[config.mk]
export PLATFORM = sky130hd
export DESIGN_NAME = ebm_bus_master
export DESIGN_NICKNAME = d
export VERILOG_FILES = /design/src/verilog/ebm_bus_master.v /design/src/verilog/ebm_wr_lanes.v
export VERILOG_INCLUDE_DIRS = /design/src /design/src/verilog
export SDC_FILE = /design/constraint.sdc
export NUM_CORES = 1
export LEC_CHECK = 0
export ABC_AREA = 0
export BUFFER_PORTS_ARGS = -buffer_cell sky130_fd_sc_hd__buf_4
export CAP_MARGIN = 20
export CORE_ASPECT_RATIO = 0.9
export CORE_MARGIN = 8
export CORE_UTILIZATION = 51
export DETAILED_ROUTE_END_ITERATION = 7
export PLACE_DENSITY = 0.81
export RECOVER_POWER = 25
export SYNTH_ARGS = -nofsm -noshare
export SYNTH_HDL_FRONTEND = slang
export SYNTH_HIERARCHICAL = 1
export SYNTH_SLANG_ARGS = --single-unit
export TNS_END_PERCENT = 20
[constraint.sdc]
create_clock -name clk -period 9.6 [get_ports clk]
set_input_delay 1.92 -clock clk [delete_from_list [all_inputs] [get_ports clk]]
set_output_delay 1.92 -clock clk [all_outputs]
set_load 0.02 [all_outputs]
[src/verilog/ebm_defines.vh]
// shared codes and widths for the external bus master cycles block
`ifndef EBM_DEFINES_VH
`define EBM_DEFINES_VH

// ------------------------------------------------------------
// bus widths
// ------------------------------------------------------------
`define EBM_ADDR_W 28
`define EBM_DATA_W 32
`define EBM_LINE_W 128
`define EBM_BMT_W 8

// ------------------------------------------------------------
// xfer_width_code values, operand size on the request side
// ------------------------------------------------------------
`define EBM_SZ_LONG 2'h0
`define EBM_SZ_BYTE 2'h1
`define EBM_SZ_WORD 2'h2
`define EBM_SZ_LINE 2'h3

// ------------------------------------------------------------
// port width codes, chosen equal to the matching size codes
// ------------------------------------------------------------
`define EBM_PORT_32 2'h0
`define EBM_PORT_8 2'h1
`define EBM_PORT_16 2'h2

// ------------------------------------------------------------
// direction and access mode levels
// ------------------------------------------------------------
`define EBM_DIR_READ 1'b1
`define EBM_DIR_WRITE 1'b0
`define EBM_MODE_CODE 1'b1
`define EBM_MODE_DATA 1'b0
`define EBM_MODE_SUPER 1'b1
`define EBM_MODE_USER 1'b0

// ------------------------------------------------------------
// reset values of the bus outputs
// ------------------------------------------------------------
`define EBM_ADDR_RST 28'h0000000
`define EBM_DATA_RST 32'h00000000
`define EBM_KIND_RST 2'h0

`endif

[src/verilog/ebm_bus_master.v]
// bus master for single and bursting cycles on the external memory bus
`timescale 1ns/100ps
`include "ebm_defines.vh"

module ebm_bus_master (
  clk,
  rst_n,
  req_valid,
  req_ready,
  req_write,
  req_addr,
  req_size,
  req_kind,
  req_code,
  req_super,
  req_wdata,
  port_width,
  burst_en,
  dram_hit,
  bmt_enable,
  bmt_limit,
  rsp_valid,
  rsp_err,
  rsp_rdata,
  busy,
  bus_addr,
  access_kind_code,
  access_mode_flag,
  xfer_dir,
  xfer_width_code,
  cycle_start_n,
  cycle_ack_n,
  data_in,
  data_out,
  data_oe_n
);
  input wire clk;
  input wire rst_n;
  input wire req_valid;
  output wire req_ready;
  input wire req_write;
  input wire [`EBM_ADDR_W-1:0] req_addr;
  input wire [1:0] req_size;
  input wire [1:0] req_kind;
  input wire req_code;
  input wire req_super;
  input wire [`EBM_DATA_W-1:0] req_wdata;
  input wire [1:0] port_width;
  input wire burst_en;
  input wire dram_hit;
  input wire bmt_enable;
  input wire [`EBM_BMT_W-1:0] bmt_limit;
  output reg rsp_valid;
  output reg rsp_err;
  output wire [`EBM_LINE_W-1:0] rsp_rdata;
  output wire busy;
  output wire [`EBM_ADDR_W-1:0] bus_addr;
  output reg [1:0] access_kind_code;
  output reg access_mode_flag;
  output reg xfer_dir;
  output reg [1:0] xfer_width_code;
  output reg cycle_start_n;
  input wire cycle_ack_n;
  input wire [`EBM_DATA_W-1:0] data_in;
  output reg [`EBM_DATA_W-1:0] data_out;
  output reg data_oe_n;

  // ------------------------------------------------------------
  // state codes
  // ------------------------------------------------------------
  localparam [1:0] ST_IDLE = 2'h0;
  localparam [1:0] ST_START = 2'h1;
  localparam [1:0] ST_DATA = 2'h2;

  // ------------------------------------------------------------
  // size decoding shared by request and beat logic
  // ------------------------------------------------------------

  // bytes in an operand of the given size code
  function [4:0] op_bytes;
    input [1:0] sz;
    begin
      case (sz)
        `EBM_SZ_BYTE: op_bytes = 5'h01;
        `EBM_SZ_WORD: op_bytes = 5'h02;
        `EBM_SZ_LONG: op_bytes = 5'h04;
        default: op_bytes = 5'h10;
      endcase
    end
  endfunction

  // bytes carried by one beat of a port
  function [4:0] port_bytes;
    input [1:0] pw;
    begin
      case (pw)
        `EBM_PORT_8: port_bytes = 5'h01;
        `EBM_PORT_16: port_bytes = 5'h02;
        default: port_bytes = 5'h04;
      endcase
    end
  endfunction

  // log2 of the port byte count, used to divide into beats
  function [1:0] port_shift;
    input [1:0] pw;
    begin
      case (pw)
        `EBM_PORT_8: port_shift = 2'h0;
        `EBM_PORT_16: port_shift = 2'h1;
        default: port_shift = 2'h2;
      endcase
    end
  endfunction

  // ------------------------------------------------------------
  // reset release through two flip-flops
  // ------------------------------------------------------------
  reg [1:0] rst_sync_q;
  wire rst_l_n = rst_sync_q[1];

  always @(posedge clk or negedge rst_n) begin
    if (!rst_n) begin
      rst_sync_q <= 2'h0;
    end else begin
      rst_sync_q <= {rst_sync_q[0], 1'b1};
    end
  end

  // ------------------------------------------------------------
  // request latch and burst decision
  // ------------------------------------------------------------
  reg [1:0] state_q;
  reg [`EBM_ADDR_W-1:0] addr_q;
  reg [1:0] size_q;
  reg [1:0] port_q;
  reg write_q;
  reg code_q;
  reg super_q;
  reg burst_q;
  reg [`EBM_DATA_W-1:0] wdata_q;
  reg [4:0] beats_q;
  reg [`EBM_BMT_W-1:0] bmt_cnt_q;

  wire accept = req_valid && (state_q == ST_IDLE);
  assign req_ready = (state_q == ST_IDLE);
  assign busy = (state_q != ST_IDLE);
  assign bus_addr = addr_q;

  // operand wider than port means more than one beat
  wire req_wider = op_bytes(req_size) > port_bytes(port_width);
  // dram ignores the enable bit and bursts whenever the operand is wider than the port
  wire req_burst = req_wider && (burst_en || dram_hit);
  wire [4:0] req_beats = req_wider ? (op_bytes(req_size) >> port_shift(port_width)) : 5'h01;
  // burst reports the operand; inhibited beats report the port
  wire [1:0] req_wcode = (req_wider && !req_burst) ? port_width : req_size;

  // ------------------------------------------------------------
  // beat address stepping, wrapping inside the operand block
  // ------------------------------------------------------------
  // mask of the low address bits that wrap inside the operand block
  wire [4:0] op_mask5 = op_bytes(size_q) - 5'h01;
  wire [3:0] blk_mask = op_mask5[3:0];
  wire [4:0] step = port_bytes(port_q);
  wire [3:0] low_sum = addr_q[3:0] + step[3:0];
  // line steps the four low bits, longword two, word one
  wire [3:0] low_next = (addr_q[3:0] & ~blk_mask) | (low_sum & blk_mask);
  wire [`EBM_ADDR_W-1:0] addr_next = {addr_q[`EBM_ADDR_W-1:4], low_next};

  // ------------------------------------------------------------
  // write lane placement
  // ------------------------------------------------------------
  wire [`EBM_DATA_W-1:0] wr_lanes;

  ebm_wr_lanes u_wr_lanes (
    .size(size_q),
    .offset(addr_q[1:0]),
    .operand(wdata_q),
    .lanes(wr_lanes)
  );

  // ------------------------------------------------------------
  // ack sampling and bus monitor
  // ------------------------------------------------------------
  // the slave runs on this clock, so the ack is sampled directly
  wire ack = (state_q == ST_DATA) && !cycle_ack_n;
  wire last_beat = (beats_q == 5'h01);
  wire [`EBM_BMT_W-1:0] bmt_next = bmt_cnt_q + 8'h01;
  // limit of zero behaves as a limit of one: no wait state allowed
  wire bmt_hit = (state_q == ST_DATA) && cycle_ack_n && bmt_enable && (bmt_next >= bmt_limit);

  // counts clocks of one beat without ack; restarts per beat
  always @(posedge clk or negedge rst_l_n) begin
    if (!rst_l_n) begin
      bmt_cnt_q <= 8'h00;
    end else if (state_q != ST_DATA || ack) begin
      bmt_cnt_q <= 8'h00;
    end else begin
      bmt_cnt_q <= bmt_next;
    end
  end

  // ------------------------------------------------------------
  // cycle sequencer
  // ------------------------------------------------------------
  always @(posedge clk or negedge rst_l_n) begin
    if (!rst_l_n) begin
      state_q <= ST_IDLE;
      addr_q <= `EBM_ADDR_RST;
      size_q <= `EBM_SZ_LONG;
      port_q <= `EBM_PORT_32;
      write_q <= 1'b0;
      code_q <= 1'b0;
      super_q <= 1'b0;
      burst_q <= 1'b0;
      wdata_q <= `EBM_DATA_RST;
      beats_q <= 5'h00;
      access_kind_code <= `EBM_KIND_RST;
      access_mode_flag <= 1'b0;
      xfer_dir <= `EBM_DIR_READ;
      xfer_width_code <= `EBM_SZ_LONG;
      cycle_start_n <= 1'b1;
      data_out <= `EBM_DATA_RST;
      data_oe_n <= 1'b1;
      rsp_valid <= 1'b0;
      rsp_err <= 1'b0;
    end else begin
      rsp_valid <= 1'b0;
      case (state_q)
        ST_IDLE: begin
          if (accept) begin
            state_q <= ST_START;
            addr_q <= req_addr;
            size_q <= req_size;
            port_q <= port_width;
            write_q <= req_write;
            code_q <= req_code;
            super_q <= req_super;
            burst_q <= req_burst;
            wdata_q <= req_wdata;
            beats_q <= req_beats;
            access_kind_code <= req_kind;
            access_mode_flag <= req_code ? `EBM_MODE_CODE : `EBM_MODE_DATA;
            xfer_dir <= req_write ? `EBM_DIR_WRITE : `EBM_DIR_READ;
            xfer_width_code <= req_wcode;
            cycle_start_n <= 1'b0;
            rsp_err <= 1'b0;
          end
        end
        ST_START: begin
          // strobe lasts exactly the first clock
          state_q <= ST_DATA;
          cycle_start_n <= 1'b1;
          access_mode_flag <= super_q ? `EBM_MODE_SUPER : `EBM_MODE_USER;
          if (write_q) begin
            data_out <= wr_lanes;
            data_oe_n <= 1'b0;
          end
        end
        ST_DATA: begin
          if (ack && last_beat) begin
            // last beat: end of transfer, free the data bus
            state_q <= ST_IDLE;
            beats_q <= 5'h00;
            data_oe_n <= 1'b1;
            rsp_valid <= 1'b1;
          end else if (ack) begin
            beats_q <= beats_q - 5'h01;
            addr_q <= addr_next;
            if (!burst_q) begin
              // inhibited beats open a fresh cycle each time
              state_q <= ST_START;
              cycle_start_n <= 1'b0;
              access_mode_flag <= code_q ? `EBM_MODE_CODE : `EBM_MODE_DATA;
            end
          end else if (bmt_hit) begin
            // timeout ends the cycle with an internal bus error
            state_q <= ST_IDLE;
            beats_q <= 5'h00;
            data_oe_n <= 1'b1;
            rsp_valid <= 1'b1;
            rsp_err <= 1'b1;
          end
          // no ack and no timeout: wait state, outputs hold
        end
        default: begin
          state_q <= ST_IDLE;
          cycle_start_n <= 1'b1;
          data_oe_n <= 1'b1;
        end
      endcase
    end
  end

  // ------------------------------------------------------------
  // read data capture into the operand image
  // ------------------------------------------------------------
  // lanes the port uses: 32-bit all, 16-bit upper two, 8-bit top
  wire [4:0] pb_m1 = port_bytes(port_q) - 5'h01;
  wire [1:0] lane = addr_q[1:0] & pb_m1[1:0];
  // move the addressed lane to the top so the unit is left aligned
  wire [`EBM_DATA_W-1:0] rd_shift = data_in << {lane, 3'b000};
  wire [3:0] rd_off = addr_q[3:0] & blk_mask;
  // bytes delivered per beat is the smaller of operand and port
  wire [4:0] rd_unit = (op_bytes(size_q) < port_bytes(port_q)) ? op_bytes(size_q) : port_bytes(port_q);
  wire rd_take = ack && !write_q;

  genvar gi;
  generate
    for (gi = 0; gi < 16; gi = gi + 1) begin : g_rd_byte
      localparam integer IDX_I = gi;
      localparam [3:0] IDX = IDX_I[3:0];
      reg [7:0] byte_q;
      wire [3:0] rel = IDX - rd_off;
      wire hit = (IDX >= rd_off) && ({1'b0, rel} < rd_unit);
      wire [7:0] pick = rd_shift[{~rel[1:0], 3'b000} +: 8];

      // byte 0 of the operand sits in the top bits of the image
      always @(posedge clk or negedge rst_l_n) begin
        if (!rst_l_n) begin
          byte_q <= 8'h00;
        end else if (accept) begin
          byte_q <= 8'h00;
        end else if (rd_take && hit) begin
          byte_q <= pick;
        end
      end

      assign rsp_rdata[(15 - gi) * 8 +: 8] = byte_q;
    end
  endgenerate

endmodule

[src/verilog/ebm_wr_lanes.v]
// write data multiplexer from operand bytes onto the four byte lanes
`timescale 1ns/100ps
`include "ebm_defines.vh"

module ebm_wr_lanes (
  size,
  offset,
  operand,
  lanes
);
  input wire [1:0] size;
  input wire [1:0] offset;
  input wire [31:0] operand;
  output reg [31:0] lanes;

  // operand bytes, op0 most significant, op3 least
  wire [7:0] op0 = operand[31:24];
  wire [7:0] op1 = operand[23:16];
  wire [7:0] op2 = operand[15:8];
  wire [7:0] op3 = operand[7:0];

  // lane placement; don't-care lanes are driven as zero
  always @* begin
    lanes = `EBM_DATA_RST;
    case (size)
      `EBM_SZ_BYTE: begin
        case (offset)
          2'h0: lanes = {op3, 8'h00, 8'h00, 8'h00};
          2'h1: lanes = {op3, op3, 8'h00, 8'h00};
          2'h2: lanes = {op3, 8'h00, op3, 8'h00};
          default: lanes = {op3, op3, 8'h00, op3};
        endcase
      end
      `EBM_SZ_WORD: begin
        case (offset)
          2'h0: lanes = {op2, op3, 8'h00, 8'h00};
          2'h2: lanes = {op2, op3, op2, op3};
          default: lanes = {op3, 8'h00, 8'h00, 8'h00};
        endcase
      end
      default: begin
        case (offset)
          2'h0: lanes = {op0, op1, op2, op3};
          2'h1: lanes = {op1, 8'h00, 8'h00, 8'h00};
          2'h2: lanes = {op2, op3, 8'h00, 8'h00};
          default: lanes = {op3, 8'h00, 8'h00, 8'h00};
        endcase
      end
    endcase
  end

endmodule
# ---- Word-level counts from Yosys, hierarchy flattened
# Index checks and enable logic that the tools add are counted.
dict set report totals {
  elab_cells 325
  out_inout_bits 200
  input_bits 116
  regBits 255
}
dict set report classes {
  reduce_logical 79
  eq_ne 25
  n_shift 18
  n_addsub 21
  muxes 85
  bitwise 24
  magnitude_cmp 35
}
# operator count
set op_table {}
lappend op_table {{indexed part select 32 x 6 -> 8 bit} 16}
lappend op_table {{two-way mux 8 bit} 33}
lappend op_table {{one-hot mux 32 bit (2 select lines)} 2}
lappend op_table {{one-hot mux 32 bit (3 select lines)} 1}
lappend op_table {{less-than comparator 4 x 5 -> 1 bit} 16}
lappend op_table {{one-hot mux 24 bit (3 select lines)} 1}
lappend op_table {{one-hot mux 28 bit (2 select lines)} 1}
lappend op_table {{logical AND 1 bit} 41}
lappend op_table {{nonzero test 2 bit} 18}
lappend op_table {{>= comparator 4 bit, first input constant} 8}
lappend op_table {{inverter 2 bit} 16}
lappend op_table {{<< shifter 32 x 5 -> 32 bit} 1}
lappend op_table {{subtractor 4 bit, first input constant} 8}
lappend op_table {{two-way mux 5 bit} 6}
lappend op_table {{one-hot mux 5 bit (3 select lines)} 2}
lappend op_table {{two-way mux 28 bit} 1}
lappend op_table {{two-way mux 1 bit} 21}
lappend op_table {{>= comparator 3 x 4 -> 1 bit, first input constant} 4}
lappend op_table {{subtractor 3 x 4 -> 4 bit, first input constant} 4}
lappend op_table {{!= test 2 bit, second input constant} 7}
lappend op_table {{bitwise AND 4 bit} 3}
lappend op_table {{== test 2 x 1 -> 1 bit, second input constant} 6}
lappend op_table {{== test 2 bit, second input constant} 6}
lappend op_table {{two-way mux 2 bit} 6}
lappend op_table {{other kinds (36)} 59}

# ---- Longest topological paths before layout
dict set report logic_depth {
  word_depth 10
  mapped_depth 16
}

# ---- Hierarchy
# Netlist, hierarchy kept.
# module area_each_um2 seq_area_each_um2 instances cells_per_inst
set modules_own_cells {}
lappend modules_own_cells {ebm_bus_master 13609.3 6384.9 1 1370}
lappend modules_own_cells {ebm_wr_lanes 680.7 0.0 1 83}

# ---- Worst setup path after synthesis
# No wires, ideal clock.
dict set report synth_path {
  path_kind {flip-flop to flip-flop}
  from {register size_q[1]}
  to {register g_rd_byte[6].byte_q[4]}
  t_required_ps 9464
  path_buffers 6
  stages_incl_launch_ff 16
  arrival_time_ps 3822
  slack_ps 5642
  setup_ps 136
  path_cell_list {dfrtp_1 -> inv_1 -> ha_1 -> nand2b_1 -> buf_2 -> buf_1 -> clkbuf_1 -> ha_1 -> clkbuf_1 -> inv_1 -> clkbuf_1 -> ha_1 -> a21o_4 -> a2111o_1 -> buf_2 -> mux2i_1}
}
dict set report synth_via {
  elab_chain_cells 9
  elab_cells_between_ends 18
  cone_classes {add/sub: 2; order compare: 3; eq/ne: 2; shift: 1; mux: 4; bitwise: 2; reduce/logical: 4}
}
# item line_no
set synth_rtl {}
lappend synth_rtl {{from (decl)} ebm_bus_master.v:135} ;# reg [1:0] size_q;
lappend synth_rtl {{from (signal assigned)} ebm_bus_master.v:210} ;# size_q <= `EBM_SZ_LONG;
lappend synth_rtl {{from (signal assigned)} ebm_bus_master.v:234} ;# size_q <= req_size;
lappend synth_rtl {{== test 2 bit (tied with other cells)} ebm_bus_master.v:83} ;# case (sz)
lappend synth_rtl {{one-hot mux 5 bit (3 select lines) (*)} ebm_bus_master.v:83}
lappend synth_rtl {{subtractor 4 x 1 -> 4 bit} ebm_bus_master.v:162} ;# wire [4:0] op_mask5 = op_bytes(size_q) - 5'h01;
lappend synth_rtl {{bitwise AND 4 bit} ebm_bus_master.v:303} ;# wire [3:0] rd_off = addr_q[3:0] & blk_mask;
lappend synth_rtl {{subtractor 3 x 4 -> 4 bit} ebm_bus_master.v:314} ;# wire [3:0] rel = IDX - rd_off;
lappend synth_rtl {{inverter 2 bit / less-than comparator 4 x 5 -> 1 bit (equally long branches)} {ebm_bus_master.v:316, ebm_bus_master.v:315}}
lappend synth_rtl {{indexed part select 32 x 6 -> 8 bit / logical AND 1 bit (equally long branches)} {ebm_bus_master.v:316, ebm_bus_master.v:315}}
lappend synth_rtl {{two-way mux 8 bit / logical AND 1 bit (equally long branches)} ebm_bus_master.v:324} ;# end else if (rd_take && hit) begin
lappend synth_rtl {{two-way mux 8 bit / nonzero test 2 bit (equally long branches)} --}
lappend synth_rtl {{to (signal assigned)} ebm_bus_master.v:325} ;# byte_q <= pick;
lappend synth_rtl {{to (decl)} ebm_bus_master.v:313} ;# reg [7:0] byte_q;
# Mark *: on every way between the ends. The rest lies on a longest branch, timed or not. The select of a mux whose other input is x is not followed.
# A chain may end at the register's enable or synchronous reset.

==> impl_results.md <==
- Status: complete, but fails checks
- Clk_lat worst skew: ~540 ps
- Number of diodes: 0
- Synth async-reset ratio: 100%
- FP Rows: just under 60
- Die area: ~34,000 sq um
- Vias in the first global route: 11,900
- Residual DRC count: 0
- Nets: 1,904
- Worst setup EP type: asynchronous set/reset pin
- # hold bufs at CTS: 0
- CP startpoint kind: register
- Max Slew Vio Count: about 140
- Die height: 175 um
- FF+latch area: 6380 sq um
- Layout cell share with drive strength beyond 1: 29.3%
- Setup violators final: 0
- Area share of the largest cell type after synthesis: between 40% and 50%
- Crit-path cells: clkbuf_1, clkbuf_1
- Number of synthesized flops with an enable pin: 0
- Routed wire length: 41.6 mm
- RSZ-0062 raised after global routing: no
- Synth cell types: 75
- PwrDens: 356 nW/um^2
- Worst setup path category: reg -> async
- Post-synth top area cell: dfrtp_1
- Post_cts resized: 0
- Setup TNS: 0 ps
- Synth warn: 6
- Clock slew at reported path FFs: 60 ps
- Root Buffer: clkbuf_16
- WP buf/inv: 2
- Global-route wire length before repair: 65.3 mm
- Via count: between 10,000 and 15,000
- Initial Util: 51.5%
- Placer congestion estimate: 0.886
- Syn nets: 1,630
- Worst Path Arrival: 5010 ps
- Synthesized area: 14,300 sq um
- Seq cells post-synth: 255
- Drt first pass iters: 6
- Sequential-to-total area share from yosys stat: between 40 and 50%
- Largest net degree at the start of global routing: 95
- Pleak: 0.00897 uW
- Fin crit share: 55.1%
- Htree depth: 1
- Final worst slack: 4310 ps
- IO Count: 316
- Failing checks: max-capacitance violations, max-slew violations
- DRT antenna net count: 0
- Total global-route track usage: 23.8%
- Worst hold path type: reg -> reg
- Endpoints failing hold: 0
- CTS tree: done
- Worst-case clock skew: 15.1 ps
- DR iter-0 viols: about 750
- Initial antenna violation count: 0
- Grt ovf: 0
- Setup repair bufs after CTS: 0
- Final min period: roughly 5300 ps
- Required time of the critical path: 9320 ps
- Fillers: roughly 2,200
- Hold WS: 367 ps
- DPL Wire Length: 30.3 mm
- Fmax: 0.189 GHz
- CP dominant cell by count: clkbuf_1
- Total power: 6350 uW
- CP peak stage delay: 2800 ps
- Syn_area_per_cell: 9.83 sq um
- Max_slew headroom: -163%
- Dpl ws: between 5000 and 6000 ps
- Core area: between 20,000 and 30,000 sq um
- Slowest cell on the critical path: clkbuf_1
- Prevailing post-synth register cell: dfrtp_1
- Layout Utilization: 64.4%
- Peak VDD IR: 0.000175 V
- Die Width: around 190 um
- Crit-path max FO: about 70
- CTS max path bufs: 3
- Routed wire per std cell: 19.7 um
- Vias per cell: 5.61
- Footprint of the multi-input gates: 7380 sq um
- Crit-path leading delay family: buffers and inverters
- Clock sinks: 255
- Tightest Pin Transition: 3950 ps
- Area growth syn-to-layout: 24.9%
- Buffers on Ports: 315
- MaxCap Viol Count: 2
- CTS Buf Count: 28
- Synth area leaders: dfrtp_1 44%, nand2_1 7.9%, mux2_2 7.3%
- Synth Instances: 1,453
## worst register-to-register path: cells and delay by family, from the launching register on
| kind | cells | cell delay [ps] |
|---|---|---|
| buf+inv | 2 | 3190 |
| flops | 1 | 1230 |
## per-stage QoR
stage | instance area [sq um] | cells
2_1_floorplan | 14300 | 1453
3_3_place_gp | 16800 | 2054
3_5_place_dp | 16900 | 2055
4_1_cts | 17800 | 2107
5_1_grt | 17900 | 2109
6_report | 17900 | 2109
## worst paths after layout
kind | start | end | slack (ps) | cells past startpoint
max | rst_sync_q[1] | g_rd_byte[7].byte_q[0] | 4310 | 2
min | rst_sync_q[0] | rst_sync_q[1] | 370 | 0
max reg2reg | rst_sync_q[1] | g_rd_byte[7].byte_q[0] | 4310 | 2
min reg2reg | rst_sync_q[0] | rst_sync_q[1] | 370 | 0
max in group clk | size_q[0] | g_rd_byte[6].byte_q[1] | 5280 | 9
min in group asynchronous | rst_sync_q[1] | g_rd_byte[12].byte_q[5] | 560 | 0
## synthesized netlist by cell type, types with 4 or more instances
library cell,n
clkbuf_1,58
buf_2,12
o22ai_1,5
o21ai_0,76
nand3_1,19
mux4_2,8
xnor2_1,11
a211oi_4,4
a211oi_1,31
a311o_1,9
a22o_1,14
ha_1,60
a21o_1,5
dfrtp_1,252
mux2_2,93
nand2b_1,12
nor2b_1,23
a211o_1,10
a21oi_1,43
mux2i_1,80
and2_1,73
o211ai_1,6
a221o_1,7
inv_1,47
o21a_1,4
o31ai_1,5
a22oi_1,4
xor2_1,4
buf_1,9
a31oi_1,11
buf_4,4
nand4_1,6
or2_2,6
nand2_1,302
or3_1,4
nor2_1,66
nor3_1,10
mux2_1,7
## where the power goes
part	internal (uW)	leakage [uW]	switching (uW)
Clock	663	0.000478	455
Sequential	1430	0.00341	283
Combinational	1340	0.00509	2180
Total	3430	0.00897	2910
## state kept, by name (all words and copies together), names as in the netlist, 2 cells and up, named ones only
signal and cells:
wdata_q 32, bmt_cnt_q 8, bus_addr 24, access_kind_code 2
beats_q 5, size_q 2, data_out 32, state_q 2
rst_sync_q 2, xfer_width_code 2, port_q 2, g_rd_byte.byte_q 128
## cell type report
class | count | area share (%)
Multi-Input combinational cell | 1065 | 41.3
Sequential cell | 255 | 35.8
Timing Repair Buffer | 329 | 13.9
Clock buffer | 38 | 4.65
Tap cell | 360 | 2.52
Inverter | 48 | 1.01
Clock inverter | 14 | 0.813
## layout by cell type (no fill, tap or decap), types with 9 or more instances in the layout
master / count
buf_4: 323
nand2_1: 301
dfrtp_1: 252
mux2_2: 93
mux2i_1: 80
o21ai_0: 76
and2_1: 72
nor2_1: 66
ha_1: 60
inv_1: 47
a21oi_1: 43
a211oi_1: 31
clkbuf_16: 29
nor2b_1: 23
nand3_1: 19
a22o_1: 14
xnor2_1: 11
nand2b_1: 11
a31oi_1: 11
nor3_1: 10
a211o_1: 10
a311o_1: 9
## metal layers
layer  up-vias  global-route usage, %  wire [um]
li1       5572                      -          -
met1      5769                   32.1      17700
met2       448                   38.5      19600
met3        52                   5.48       3590
met4         0                   4.71        799
met5         -                      0          0
## kinds of logic after synthesis
| logic type | count (synthesis) | synth area share, % |
|---|---|---|
| XOR/XNOR | 15 | 0.919 |
| multiplexers | 190 | 15.0 |
| AO/OA/AOI/OAI | 261 | 12.8 |
| adder cells (fa/ha/maj) | 61 | 5.39 |
| AND/OR/NAND/NOR | 537 | 17.4 |
| flip-flops | 255 | 44.7 |
| other | 1 | 0.0262 |
| buffers and inverters | 133 | 3.76 |
(Power assumes the default switching activity.)
